<file path="src/event_mask_defs.vh">
/*
  Constants for the protection event masking block: mask reset values,
  event code bases, access kinds, data item indexes and value limits.
  Assumes inclusion by bare name from the design files.
*/
`ifndef EVENT_MASK_DEFS_VH
`define EVENT_MASK_DEFS_VH

`define EU_MASK_RESET 8'h44
`define UC_MASK_RESET 8'h14
`define OUT_MASK_RESET 10'h300
`define EIGHT_MASK_MAX 16'h00FF
`define OUT_MASK_MAX 16'h03FF

`define EU_CODE_BASE 6'h11
`define UC_CODE_BASE 6'h19
`define OUT_CODE_BASE 6'h21
`define RESTART_CODE 6'h32
`define OVERFLOW_CODE 6'h33

`define START_EVENT_SET 26'h0000333

`define DATA_CHANNEL 4'h0
`define KIND_INPUT 2'h0
`define KIND_VALUE 2'h1
`define KIND_EVENT 2'h2

`define IDX_PHASE1 8'h01
`define IDX_PHASE2 8'h02
`define IDX_PHASE3 8'h03
`define IDX_NEUTRAL 8'h04
`define IDX_BLOCKING 8'h05
`define IDX_EU_MASK 8'h9D
`define IDX_UC_MASK 8'h9E
`define IDX_OUT_MASK 8'h9F

`define EVENT_VALID_BIT 15

`endif

</file>
<file path="src/level_edges.v">
/*
  Rising and falling edge pulses for a vector of synchronous levels.
  Assumes levels synchronous to core_clk; no edges in the first cycle after reset.
*/
`timescale 1ns/1ps
module level_edges #(
  parameter WIDTH = 13
) (
  input wire core_clk,
  input wire rstn,
  input wire [WIDTH-1:0] level,
  output wire [WIDTH-1:0] rise,
  output wire [WIDTH-1:0] fall
);
  reg [WIDTH-1:0] prev_reg;
  reg primed_reg;

  always @(posedge core_clk) begin
    if (!rstn) begin
      prev_reg <= {WIDTH{1'b0}};
      primed_reg <= 1'b0;
    end else begin
      prev_reg <= level;
      primed_reg <= 1'b1;
    end
  end

  assign rise = primed_reg ? (level & ~prev_reg) : {WIDTH{1'b0}};
  assign fall = primed_reg ? (~level & prev_reg) : {WIDTH{1'b0}};
endmodule // level_edges

</file>
<file path="src/protection_event_masking.v">
/*
  Event detection, masking, queuing and remote data access of a motor
  protection module. Assumes the remote communicator issues one-cycle
  requests synchronous to core_clk and that all status inputs are synchronous.
*/
`timescale 1ns/1ps
`include "event_mask_defs.vh"
module protection_event_masking #(
  parameter QUEUE_DEPTH = 8,
  parameter QUEUE_AW = 3,
  parameter CURRENT_W = 16
) (
  input wire core_clk,
  input wire rstn,
  input wire earth_start,
  input wire earth_trip,
  input wire unbalance_start,
  input wire unbalance_trip,
  input wire undercurrent_start,
  input wire undercurrent_trip,
  input wire external_trip,
  input wire restart_inhibit,
  input wire restart_enable_output,
  input wire motor_start_output,
  input wire second_signal_output,
  input wire first_signal_output,
  input wire trip_output,
  input wire motor_startup,
  input wire [CURRENT_W-1:0] phase1_current,
  input wire [CURRENT_W-1:0] phase2_current,
  input wire [CURRENT_W-1:0] phase3_current,
  input wire [CURRENT_W-1:0] neutral_current,
  input wire blocking_input_item,
  input wire acc_req,
  input wire acc_wr,
  input wire [3:0] acc_chan,
  input wire [1:0] acc_kind,
  input wire [7:0] acc_index,
  input wire [15:0] acc_wdata,
  output reg acc_ack,
  output reg acc_err,
  output reg [15:0] acc_rdata,
  output wire [7:0] earth_unbalance_event_mask,
  output wire [7:0] undercurrent_external_event_mask,
  output wire [9:0] output_signal_event_mask
);

  ////////////////////////////////////////////////////////////////////////////
  // Level edges and event sources.

  localparam NLEV = 13;
  localparam NEV = 26;
  localparam NPEND = 28;
  localparam P_RESTART = 26;
  localparam P_OVERFLOW = 27;

  wire [NLEV-1:0] levels;
  wire [NLEV-1:0] rise;
  wire [NLEV-1:0] fall;
  wire [NEV-1:0] src;

  // Each level gives activation at even weight and reset at the next.
  assign levels = {trip_output, first_signal_output, second_signal_output,
                   motor_start_output, restart_enable_output,
                   restart_inhibit, external_trip,
                   undercurrent_trip, undercurrent_start,
                   unbalance_trip, unbalance_start, earth_trip, earth_start};

  level_edges #(.WIDTH(NLEV)) edges_u (
    .core_clk(core_clk),
    .rstn(rstn),
    .level(levels),
    .rise(rise),
    .fall(fall)
  );

  genvar gi;
  generate
    for (gi = 0; gi < NLEV; gi = gi + 1) begin : pair_gen
      assign src[2*gi] = rise[gi];
      assign src[2*gi+1] = fall[gi];
    end
  endgenerate

  ////////////////////////////////////////////////////////////////////////////
  // Event masks.

  reg [7:0] eu_mask_reg;
  reg [7:0] uc_mask_reg;
  reg [9:0] out_mask_reg;
  wire [NEV-1:0] full_mask;
  wire [NEV-1:0] start_block;
  wire [NEV-1:0] qualified;

  assign earth_unbalance_event_mask = eu_mask_reg;
  assign undercurrent_external_event_mask = uc_mask_reg;
  assign output_signal_event_mask = out_mask_reg;

  assign full_mask = {out_mask_reg, uc_mask_reg, eu_mask_reg};
  assign start_block = motor_startup ? `START_EVENT_SET : {NEV{1'b0}};
  // Current mask decides at detection time; queued events stay untouched.
  assign qualified = src & full_mask & ~start_block;

  ////////////////////////////////////////////////////////////////////////////
  // Pending events and priority selection.

  reg [NPEND-1:0] pend_reg;
  reg [NPEND-1:0] pend_next;
  reg [NPEND-1:0] grant;
  reg [5:0] grant_code;
  reg grant_any;
  reg [QUEUE_AW:0] q_count;
  wire [NPEND-1:0] arrive;
  wire lost;
  wire push;
  integer k;

  function [5:0] event_code;
    input integer idx;
    begin
      if (idx < 8) begin
        event_code = `EU_CODE_BASE + idx[5:0];
      end else if (idx < 16) begin
        event_code = `UC_CODE_BASE + idx[5:0] - 6'h08;
      end else begin
        event_code = `OUT_CODE_BASE + idx[5:0] - 6'h10;
      end
    end
  endfunction

  always @* begin
    grant = {NPEND{1'b0}};
    grant_code = 6'h00;
    grant_any = 1'b0;
    if (pend_reg[P_OVERFLOW]) begin
      grant[P_OVERFLOW] = 1'b1;
      grant_code = `OVERFLOW_CODE;
      grant_any = 1'b1;
    end else if (pend_reg[P_RESTART]) begin
      grant[P_RESTART] = 1'b1;
      grant_code = `RESTART_CODE;
      grant_any = 1'b1;
    end else begin
      for (k = NEV - 1; k >= 0; k = k - 1) begin
        if (pend_reg[k]) begin
          grant = {NPEND{1'b0}};
          grant[k] = 1'b1;
          grant_code = event_code(k);
          grant_any = 1'b1;
        end
      end
    end
  end

  // A second occurrence of a still-pending event is lost and flags overflow.
  assign lost = |(qualified & pend_reg[NEV-1:0] & ~(grant[NEV-1:0] & {NEV{push}}));
  assign arrive = {lost, 1'b0, qualified};
  assign push = grant_any & (q_count != QUEUE_DEPTH[QUEUE_AW:0]);

  always @* begin
    pend_next = pend_reg;
    if (push) begin
      pend_next = pend_reg & ~grant;
    end
    pend_next = pend_next | arrive;
  end

  always @(posedge core_clk) begin
    if (!rstn) begin
      pend_reg <= {1'b0, 1'b1, {NEV{1'b0}}};
    end else begin
      pend_reg <= pend_next;
    end
  end

  ////////////////////////////////////////////////////////////////////////////
  // Event queue.

  reg [5:0] q_mem [0:QUEUE_DEPTH-1];
  reg [QUEUE_AW-1:0] q_wr_reg;
  reg [QUEUE_AW-1:0] q_rd_reg;
  wire is_req;
  wire pop;
  wire q_empty;

  assign q_empty = (q_count == {(QUEUE_AW+1){1'b0}});
  assign is_req = acc_req & (acc_chan == `DATA_CHANNEL);
  assign pop = is_req & ~acc_wr & (acc_kind == `KIND_EVENT) & ~q_empty;

  always @(posedge core_clk) begin
    if (push) begin
      q_mem[q_wr_reg] <= grant_code;
    end
  end

  always @(posedge core_clk) begin
    if (!rstn) begin
      q_wr_reg <= {QUEUE_AW{1'b0}};
      q_rd_reg <= {QUEUE_AW{1'b0}};
      q_count <= {(QUEUE_AW+1){1'b0}};
    end else begin
      if (push) begin
        q_wr_reg <= q_wr_reg + {{(QUEUE_AW-1){1'b0}}, 1'b1};
      end
      if (pop) begin
        q_rd_reg <= q_rd_reg + {{(QUEUE_AW-1){1'b0}}, 1'b1};
      end
      if (push && !pop) begin
        q_count <= q_count + {{QUEUE_AW{1'b0}}, 1'b1};
      end else if (pop && !push) begin
        q_count <= q_count - {{QUEUE_AW{1'b0}}, 1'b1};
      end
    end
  end

  ////////////////////////////////////////////////////////////////////////////
  // Remote data access on channel zero.

  reg [15:0] rdata_next;
  reg err_next;
  wire wr_eu;
  wire wr_uc;
  wire wr_out;

  assign wr_eu = is_req & acc_wr & (acc_kind == `KIND_VALUE) &
                 (acc_index == `IDX_EU_MASK) & (acc_wdata <= `EIGHT_MASK_MAX);
  assign wr_uc = is_req & acc_wr & (acc_kind == `KIND_VALUE) &
                 (acc_index == `IDX_UC_MASK) & (acc_wdata <= `EIGHT_MASK_MAX);
  assign wr_out = is_req & acc_wr & (acc_kind == `KIND_VALUE) &
                  (acc_index == `IDX_OUT_MASK) & (acc_wdata <= `OUT_MASK_MAX);

  always @(posedge core_clk) begin
    if (!rstn) begin
      eu_mask_reg <= `EU_MASK_RESET;
      uc_mask_reg <= `UC_MASK_RESET;
      out_mask_reg <= `OUT_MASK_RESET;
    end else begin
      if (wr_eu) begin
        eu_mask_reg <= acc_wdata[7:0];
      end
      if (wr_uc) begin
        uc_mask_reg <= acc_wdata[7:0];
      end
      if (wr_out) begin
        out_mask_reg <= acc_wdata[9:0];
      end
    end
  end

  always @* begin
    rdata_next = 16'h0000;
    err_next = 1'b0;
    if (!is_req) begin
      err_next = 1'b1;
    end else if (acc_wr) begin
      err_next = ~(wr_eu | wr_uc | wr_out);
    end else begin
      case (acc_kind)
        `KIND_INPUT: begin
          case (acc_index)
            `IDX_PHASE1: rdata_next = phase1_current;
            `IDX_PHASE2: rdata_next = phase2_current;
            `IDX_PHASE3: rdata_next = phase3_current;
            `IDX_NEUTRAL: rdata_next = neutral_current;
            `IDX_BLOCKING: rdata_next = {15'h0000, blocking_input_item};
            default: err_next = 1'b1;
          endcase
        end
        `KIND_VALUE: begin
          case (acc_index)
            `IDX_EU_MASK: rdata_next = {8'h00, eu_mask_reg};
            `IDX_UC_MASK: rdata_next = {8'h00, uc_mask_reg};
            `IDX_OUT_MASK: rdata_next = {6'h00, out_mask_reg};
            default: err_next = 1'b1;
          endcase
        end
        `KIND_EVENT: begin
          if (!q_empty) begin
            rdata_next = {1'b1, 9'h000, q_mem[q_rd_reg]};
          end
        end
        default: err_next = 1'b1;
      endcase
    end
  end

  always @(posedge core_clk) begin
    if (!rstn) begin
      acc_ack <= 1'b0;
      acc_err <= 1'b0;
      acc_rdata <= 16'h0000;
    end else begin
      acc_ack <= acc_req;
      acc_err <= acc_req & err_next;
      acc_rdata <= acc_req ? rdata_next : 16'h0000;
    end
  end

  // Communication-loss events are produced by the remote unit, not here.

endmodule // protection_event_masking

</file>
<file path="config.mk">
export PLATFORM = sky130hd
export DESIGN_NAME = protection_event_masking
export DESIGN_NICKNAME = d
export VERILOG_FILES = /design/src/level_edges.v /design/src/protection_event_masking.v
export VERILOG_INCLUDE_DIRS = /design/src
export SDC_FILE = /design/constraint.sdc
export NUM_CORES = 1
export LEC_CHECK = 0
export BUFFER_PORTS_ARGS = -buffer_cell sky130_fd_sc_hd__buf_2
export CAP_MARGIN = 5
export CORE_MARGIN = 2
export CORE_UTILIZATION = 45
export DETAILED_ROUTE_END_ITERATION = 8
export GPL_ROUTABILITY_DRIVEN = 0
export GPL_TIMING_DRIVEN = 0
export PLACE_DENSITY_LB_ADDON = 0.3
export SLEW_MARGIN = 20
export SYNTH_ARGS = -nofsm -noshare
export SYNTH_HDL_FRONTEND = slang
export SYNTH_SLANG_ARGS = --single-unit
export TNS_END_PERCENT = 20
</file>
<file path="constraint.sdc">
create_clock -name core_clk -period 3 [get_ports core_clk]
set_input_delay 0.3 -clock core_clk [delete_from_list [all_inputs] [get_ports core_clk]]
set_output_delay 0.3 -clock core_clk [all_outputs]
set_load 0.005 [all_outputs]
</file>
## Word-level counts from Yosys, hierarchy flattened

Memories as Yosys holds them, arrays and structs flattened. A register that Yosys moved wholly into a read port is not among the register bits.
Index checks and enable logic that the tools add are counted.

| cells by class | value |
|---|---|
| $add $sub $neg | 4 |
| $lt $le $gt $ge | 2 |
| equal/unequal tests | 11 |
| multiplexer cells | 107 |
| bitwise operators | 36 |
| reduce and logical (&&, ||, !) cells | 12 |

Operators with widths:

| cell | number |
|---|---|
| 2-to-1 mux 28 bit | 26 |
| 2-to-1 mux 6 bit | 28 |
| AND 26 bit | 5 |
| one-hot mux 16 bit (5 select lines) | 1 |
| 2-to-1 mux 26 bit | 2 |
| one-hot mux 16 bit (3 select lines) | 1 |
| 2-to-1 mux 1 bit | 38 |
| one-hot mux 10 bit (3 select lines) | 1 |
| AND 28 bit | 1 |
| NOT 28 bit | 1 |
| bitwise OR 28 bit | 1 |
| 2-to-1 mux 27 bit | 1 |
| AND 13 bit | 2 |
| 2-to-1 mux 13 bit | 2 |
| NOT 10 -> 26 bit | 1 |
| NOT 13 bit | 2 |
| NOT 26 bit | 1 |
| OR reduction 26 bit | 1 |
| equality test 8 bit (second input constant) | 3 |
| equality test 8 x 2 -> 1 bit (second input constant) | 2 |
| equality test 8 x 3 -> 1 bit (second input constant) | 2 |
| less-or-equal comparator 16 x 10 -> 1 bit (second input constant) | 1 |
| less-or-equal comparator 16 x 8 -> 1 bit (second input constant) | 1 |
| 2-to-1 mux 16 bit | 1 |
| 22 further kinds | 47 |

| word-level totals | value |
|---|---|
| register bits after elaboration | 96 |
| bits in writable memories | 48 |
| input port bits | 113 |
| memories kept | 1 |

Memories:

| memory | depth | width | read ports | clocked after memory_dff | wr ports | RTL line | RTL |
|---|---|---|---|---|---|---|---|
| q_mem | 8 | 6 | 1 | 1 | 1 | protection_event_masking.v:179 | `reg [5:0] q_mem [0:QUEUE_DEPTH-1];` |

## Longest topological paths before layout

| depth | value |
|---|---|
| word-level depth | 34 |
| depth in mapped cells | 15 |
| gate-level depth less buffers | 13 |

## Cells and area by module

Synthesis repeated with hierarchy kept, for this count alone.

| unflattened totals | value |
|---|---|
| cell total of the unflattened synthesis | 662 |
| area total of the unflattened synthesis | 7033.0 um^2 |

Modules (own cells, without submodules):

| module | times used | cells an instance | area an instance (um^2) | sequential area each (um^2) |
|---|---|---|---|---|
| protection_event_masking | 1 | 606 | 6409.9 | 3143.0 |
| level_edges | 1 | 56 | 623.1 | 280.3 |

## Worst setup path before layout

OpenSTA, ideal clock, no wires.

| timing | value |
|---|---|
| path kind | register to register |
| from | register pend_reg[6] |
| to | register q_count[3] |
| setup time | 0.076 ns |
| data arrival time | 2.982 ns |
| setup slack | -0.057 ns |
| cell stages (with the launch flop) | 15 |
| buffers on the path | 1 |
| clock period less this slack | 3.057 ns |
| cells stage by stage | dfxtp_1 > nor4_4 > and3_1 > buf_6 > nand2_1 > o21ai_1 > inv_2 > ha_1 > inv_1 > ha_1 > a21o_1 > a21oi_1 > xnor2_1 > or3_1 > a21boi_0 |

| on the way | value |
|---|---|
| word-level cells in the longest chain between the ends | 13 |

RTL lines:

| what | RTL line | RTL |
|---|---|---|
| from (decl) | protection_event_masking.v:107 | `reg [NPEND-1:0] pend_reg;` |
| from (signal assigned) | protection_event_masking.v:170 | `pend_reg <= {1'b0, 1'b1, {NEV{1'b0}}};` |
| from (signal assigned) | protection_event_masking.v:172 | `pend_reg <= pend_next;` |
| 2-to-1 mux 1 bit (*) (7 in a row) | protection_event_masking.v:145 | `if (pend_reg[k]) begin` |
| 2-to-1 mux 1 bit (*) | protection_event_masking.v:139 | `end else if (pend_reg[P_RESTART]) begin` |
| 2-to-1 mux 1 bit (*) | protection_event_masking.v:135 | `if (pend_reg[P_OVERFLOW]) begin` |
| AND 1 bit (*) | protection_event_masking.v:158 | `assign push = grant_any & (q_count != QUEUE_DEPTH[QUEUE_AW:0]);` |
| named net push | protection_event_masking.v:115 | `wire push;` |
| zero test 1 bit | protection_event_masking.v:210 | `end else if (pop && !push) begin` |
| logical AND 1 bit | protection_event_masking.v:210 |  |
| nonzero test 2 bit (no source line) | -- |  |
| to (signal assigned) | protection_event_masking.v:200 | `q_count <= {(QUEUE_AW+1){1'b0}};` |
| to (signal assigned) | protection_event_masking.v:209 | `q_count <= q_count + {{QUEUE_AW{1'b0}}, 1'b1};` |
| to (signal assigned) | protection_event_masking.v:211 | `q_count <= q_count - {{QUEUE_AW{1'b0}}, 1'b1};` |
| to (decl) | protection_event_masking.v:112 | `reg [QUEUE_AW:0] q_count;` |

The timed path passes the listed nets; every way through them passes the cells marked *.
A chain may end at the register's enable or synchronous reset.

## Worst setup path in the final report

Ends and elaborated chain as after synthesis.

==> impl_metrics.py <==
metrics = {
    "power": {
        "ir_drop_v": 0.0004747,
        "p_leak_nw": 3.261,
        "power_mw": 5.490,
        "power_density_nw_per_um2": 625.1,
    },
    "timing": {
        "tightest_slew_ns": 1.045,
        "clock.fmax_ghz": 0.3475,
        "hold_violations": 0,
        "period_minus_slack_ns": 2.878,
        "drv_slew": 0,
        "holdWs_ns": 0.1046,
        "rsz0062_at_grt": "false",
        "fin_skew_ns": 0.006604,
        "min_period_over_period_pct": 95.93,
        "maxSlewHeadroom_pct": 29.37,
        "setup_ws_ns": 0.1222,
        "setup_viol": 0,
    },
    "global_route": {
        "grt_usage_pct": 25.42,
        "grt_antenna_before_repair": 3,
        "grt_pass1_wl_um": 31680,
        "grt_max_degree": 17,
        "grt_pass1_vias": 5792,
        "grt_remaining_overflow": 0,
    },
    "worst_hold_path": {
        "min_to": "edges_u.prev_reg[8]",
        "hold_start": "restart_enable_output",
        "hold_path_depth": 2,
        "min_path_type": "in -> reg",
    },
    "clock_network": {
        "clock_sinks": 147,
        "clk_pin_slew_ns": 0.06,
        "cts_buffer_depth": 2,
        "tritoncts": "yes",
        "clk_latency_ns": 0.42,
        "htreeDepth": 4,
        "clock-root-buffer": "clkbuf_16",
        "cts_buffers": 17,
    },
    "critical_path": {
        "r2r-end": "q_count[3]",
        "max_stage_delay_ns": 0.35,
        "worst-setup-path-type": "reg -> reg",
        "arrival_ns": 3.23,
        "cpMostUsedCell": "inv_2",
        "crit_fanout": 9,
        "start_kind": "flop",
        "r2r_start": "pend_reg[6]",
        "critPathRequiredTime_ns": 3.35,
        "crit_buf_inv": 3,
        "slowest_stage": "dfxtp_2",
        "reg2regPathDepth": 14,
        "worstPathCellList": "nor4_4, and3_1, buf_6, nand2_4, o21ai_4, inv_2, ha_2, inv_2, ha_1, a21o_1, a21oi_1, xnor2_1, or3_1, a21boi_1",
        "r2r_slack_ns": 0.12,
        "critical-path-top-delay-family": "simple AND/OR/NAND/NOR gates",
        "cp-end-kind": "flop",
    },
    "status": {
        "outcome": "finished, final reports clean",
    },
    "synth": {
        "synth-main-ff-cell": "dfxtp_1",
        "synth-edff-count": 48,
        "synth.ff_latch_count": 147,
        "synthArstFlopShare_pct": 0,
        "synthCells": 655,
        "yosys-top-cells-area": "dfxtp_1 (28%), edfxtp_1 (21%), mux2i_1 (5.0%)",
        "syn_area_per_cell_um2": 10.69,
        "synth_area_leader_cell": "dfxtp_1",
        "synth_nets": 774,
        "synth_seq_area_share_pct": 48.88,
        "ys_warn_count": 0,
        "synth_cell_types": 74,
        "netlist.area_leader.share_pct": 28.30,
        "synthesis.area_um2": 7003,
    },
    "die": {
        "die-width_um": 128.8,
        "ioPinCount": 157,
        "die-area_um2": 16580,
        "core_area_um2": 15200,
        "fp.dieH_um": 128.8,
        "rows": 45,
        "initial_utilization_pct": 46.07,
    },
    "routing": {
        "num_vias": 6116,
        "drc": 0,
        "antenna_left": 0,
        "wire_per_inst_um": 20.37,
        "wl_um": 21060,
        "drt_iter0_drc": 552,
        "drt-vias-per-instance": 5.915,
        "firstDrtPassIters": 5,
    },
    "layout": {
        "layout_common_cells": "buf_2 (157), dfxtp_1 (95), edfxtp_1 (48), nand2_1 (38), nor2_1 (38)",
        "fin_util_pct": 57.77,
        "nNetsFinal": 950,
        "design_area_um2": 8782,
        "area_growth_pct": 25.41,
        "drive_gt1_share_pct": 28.67,
        "fill_cells": 1331,
        "final_common_cell": "buf_2",
        "largest_register_ffs": 48,
    },
    "flow_run": {
        "maxCapViolations": 0,
    },
    "placed_design": {
        "post-place-ws_ns": -0.4714,
        "placed_cell_area_um2": 8031,
        "hpwl_um": 15880,
        "numPortBuffers": 155,
    },
}
## worst max-delay path by stage
stage | start | endpoint | slack (ns) | cells past startpoint
2_1_floorplan | pend_reg[6] | q_count[3] | 0.04 | 14
3_3_place_gp | pend_reg[3] | q_count[3] | -0.38 | 15
3_5_place_dp | pend_reg[3] | q_count[3] | -0.47 | 15
4_1_cts | q_count[0] | q_count[3] | 0.01 | 11
5_1_grt | pend_reg[6] | q_count[3] | 0.03 | 14
6_report | pend_reg[6] | q_count[3] | 0.12 | 14
## layer usage
layer	vias up	track usage [%]	part of all wire, %
li1	2844	-	-
met1	2970	31.66	41
met2	261	42.79	48
met3	41	5.489	7.3
met4	0	10.93	2.7
met5	-	0	0
## Yosys cell counts (all sizes together) (8+ instances only)
cell type,n
inv,16
nand2,39
dfxtp,99
nor4,8
nand3,8
mux2,8
nor3,19
nor2b,26
and2,24
edfxtp,48
mux4,12
nand4b,21
clkbuf,28
a21boi,22
a22oi,37
o22ai,10
a21oi,28
o21ai,17
nor2,39
mux2i,35
## cells by family (layout without fill, tap and decap cells)
| logic type | Yosys count | in the layout | share of synthesized area [%] |
|---|---|---|---|
| buffers and inverters | 50 | 239 | 2.823 |
| flip-flops | 147 | 147 | 48.88 |
| XOR/XNOR | 7 | 7 | 0.8755 |
| AND/OR/NAND/NOR | 222 | 222 | 19.01 |
| adder cells (fa/ha/maj) | 6 | 6 | 1.179 |
| multiplexers | 55 | 55 | 10.15 |
| AO/OA/AOI/OAI | 168 | 168 | 17.08 |
| other | 0 | 2 | 0 |
## metrics by stage
stage / TNS, ns / cells
after floorplan: 0 / 655
after CTS: 0 / 1032
final: 0 / 1034
after global routing: 0 / 1034
after detailed placement: -0.4956 / 998
after global placement: -0.3789 / 998
## layout make-up
cell class / count / area [um2] / share of cell area (%)
timing repair buffer: 160 / 815.8 / 9.289
inverter: 16 / 60.06 / 0.6839
multi-input combinational: 458 / 3476 / 39.58
buffer: 31 / 126.4 / 1.439
clock buffer: 25 / 518.0 / 5.898
tap: 188 / 235.2 / 2.678
antenna: 2 / 5.005 / 0.05699
clock inverter: 7 / 117.6 / 1.339
sequential: 147 / 3428 / 39.04
## what timing repair did
action / 4_1_cts / 5_1_grt
hold endpoints to repair: 1 / 0
hold buffers: 1 / 0
gates resized for setup: 11 / 8
setup endpoints to repair: 3 / 1
setup buffers: 4 / 0
pin swaps: 4 / 2
## report_power, final
part           internal [mW]  switching [mW]
clock network           1.45           0.808
registers               2.27           0.114
logic                  0.372           0.474
total                   4.09            1.40
(Power assumes the default switching activity.)
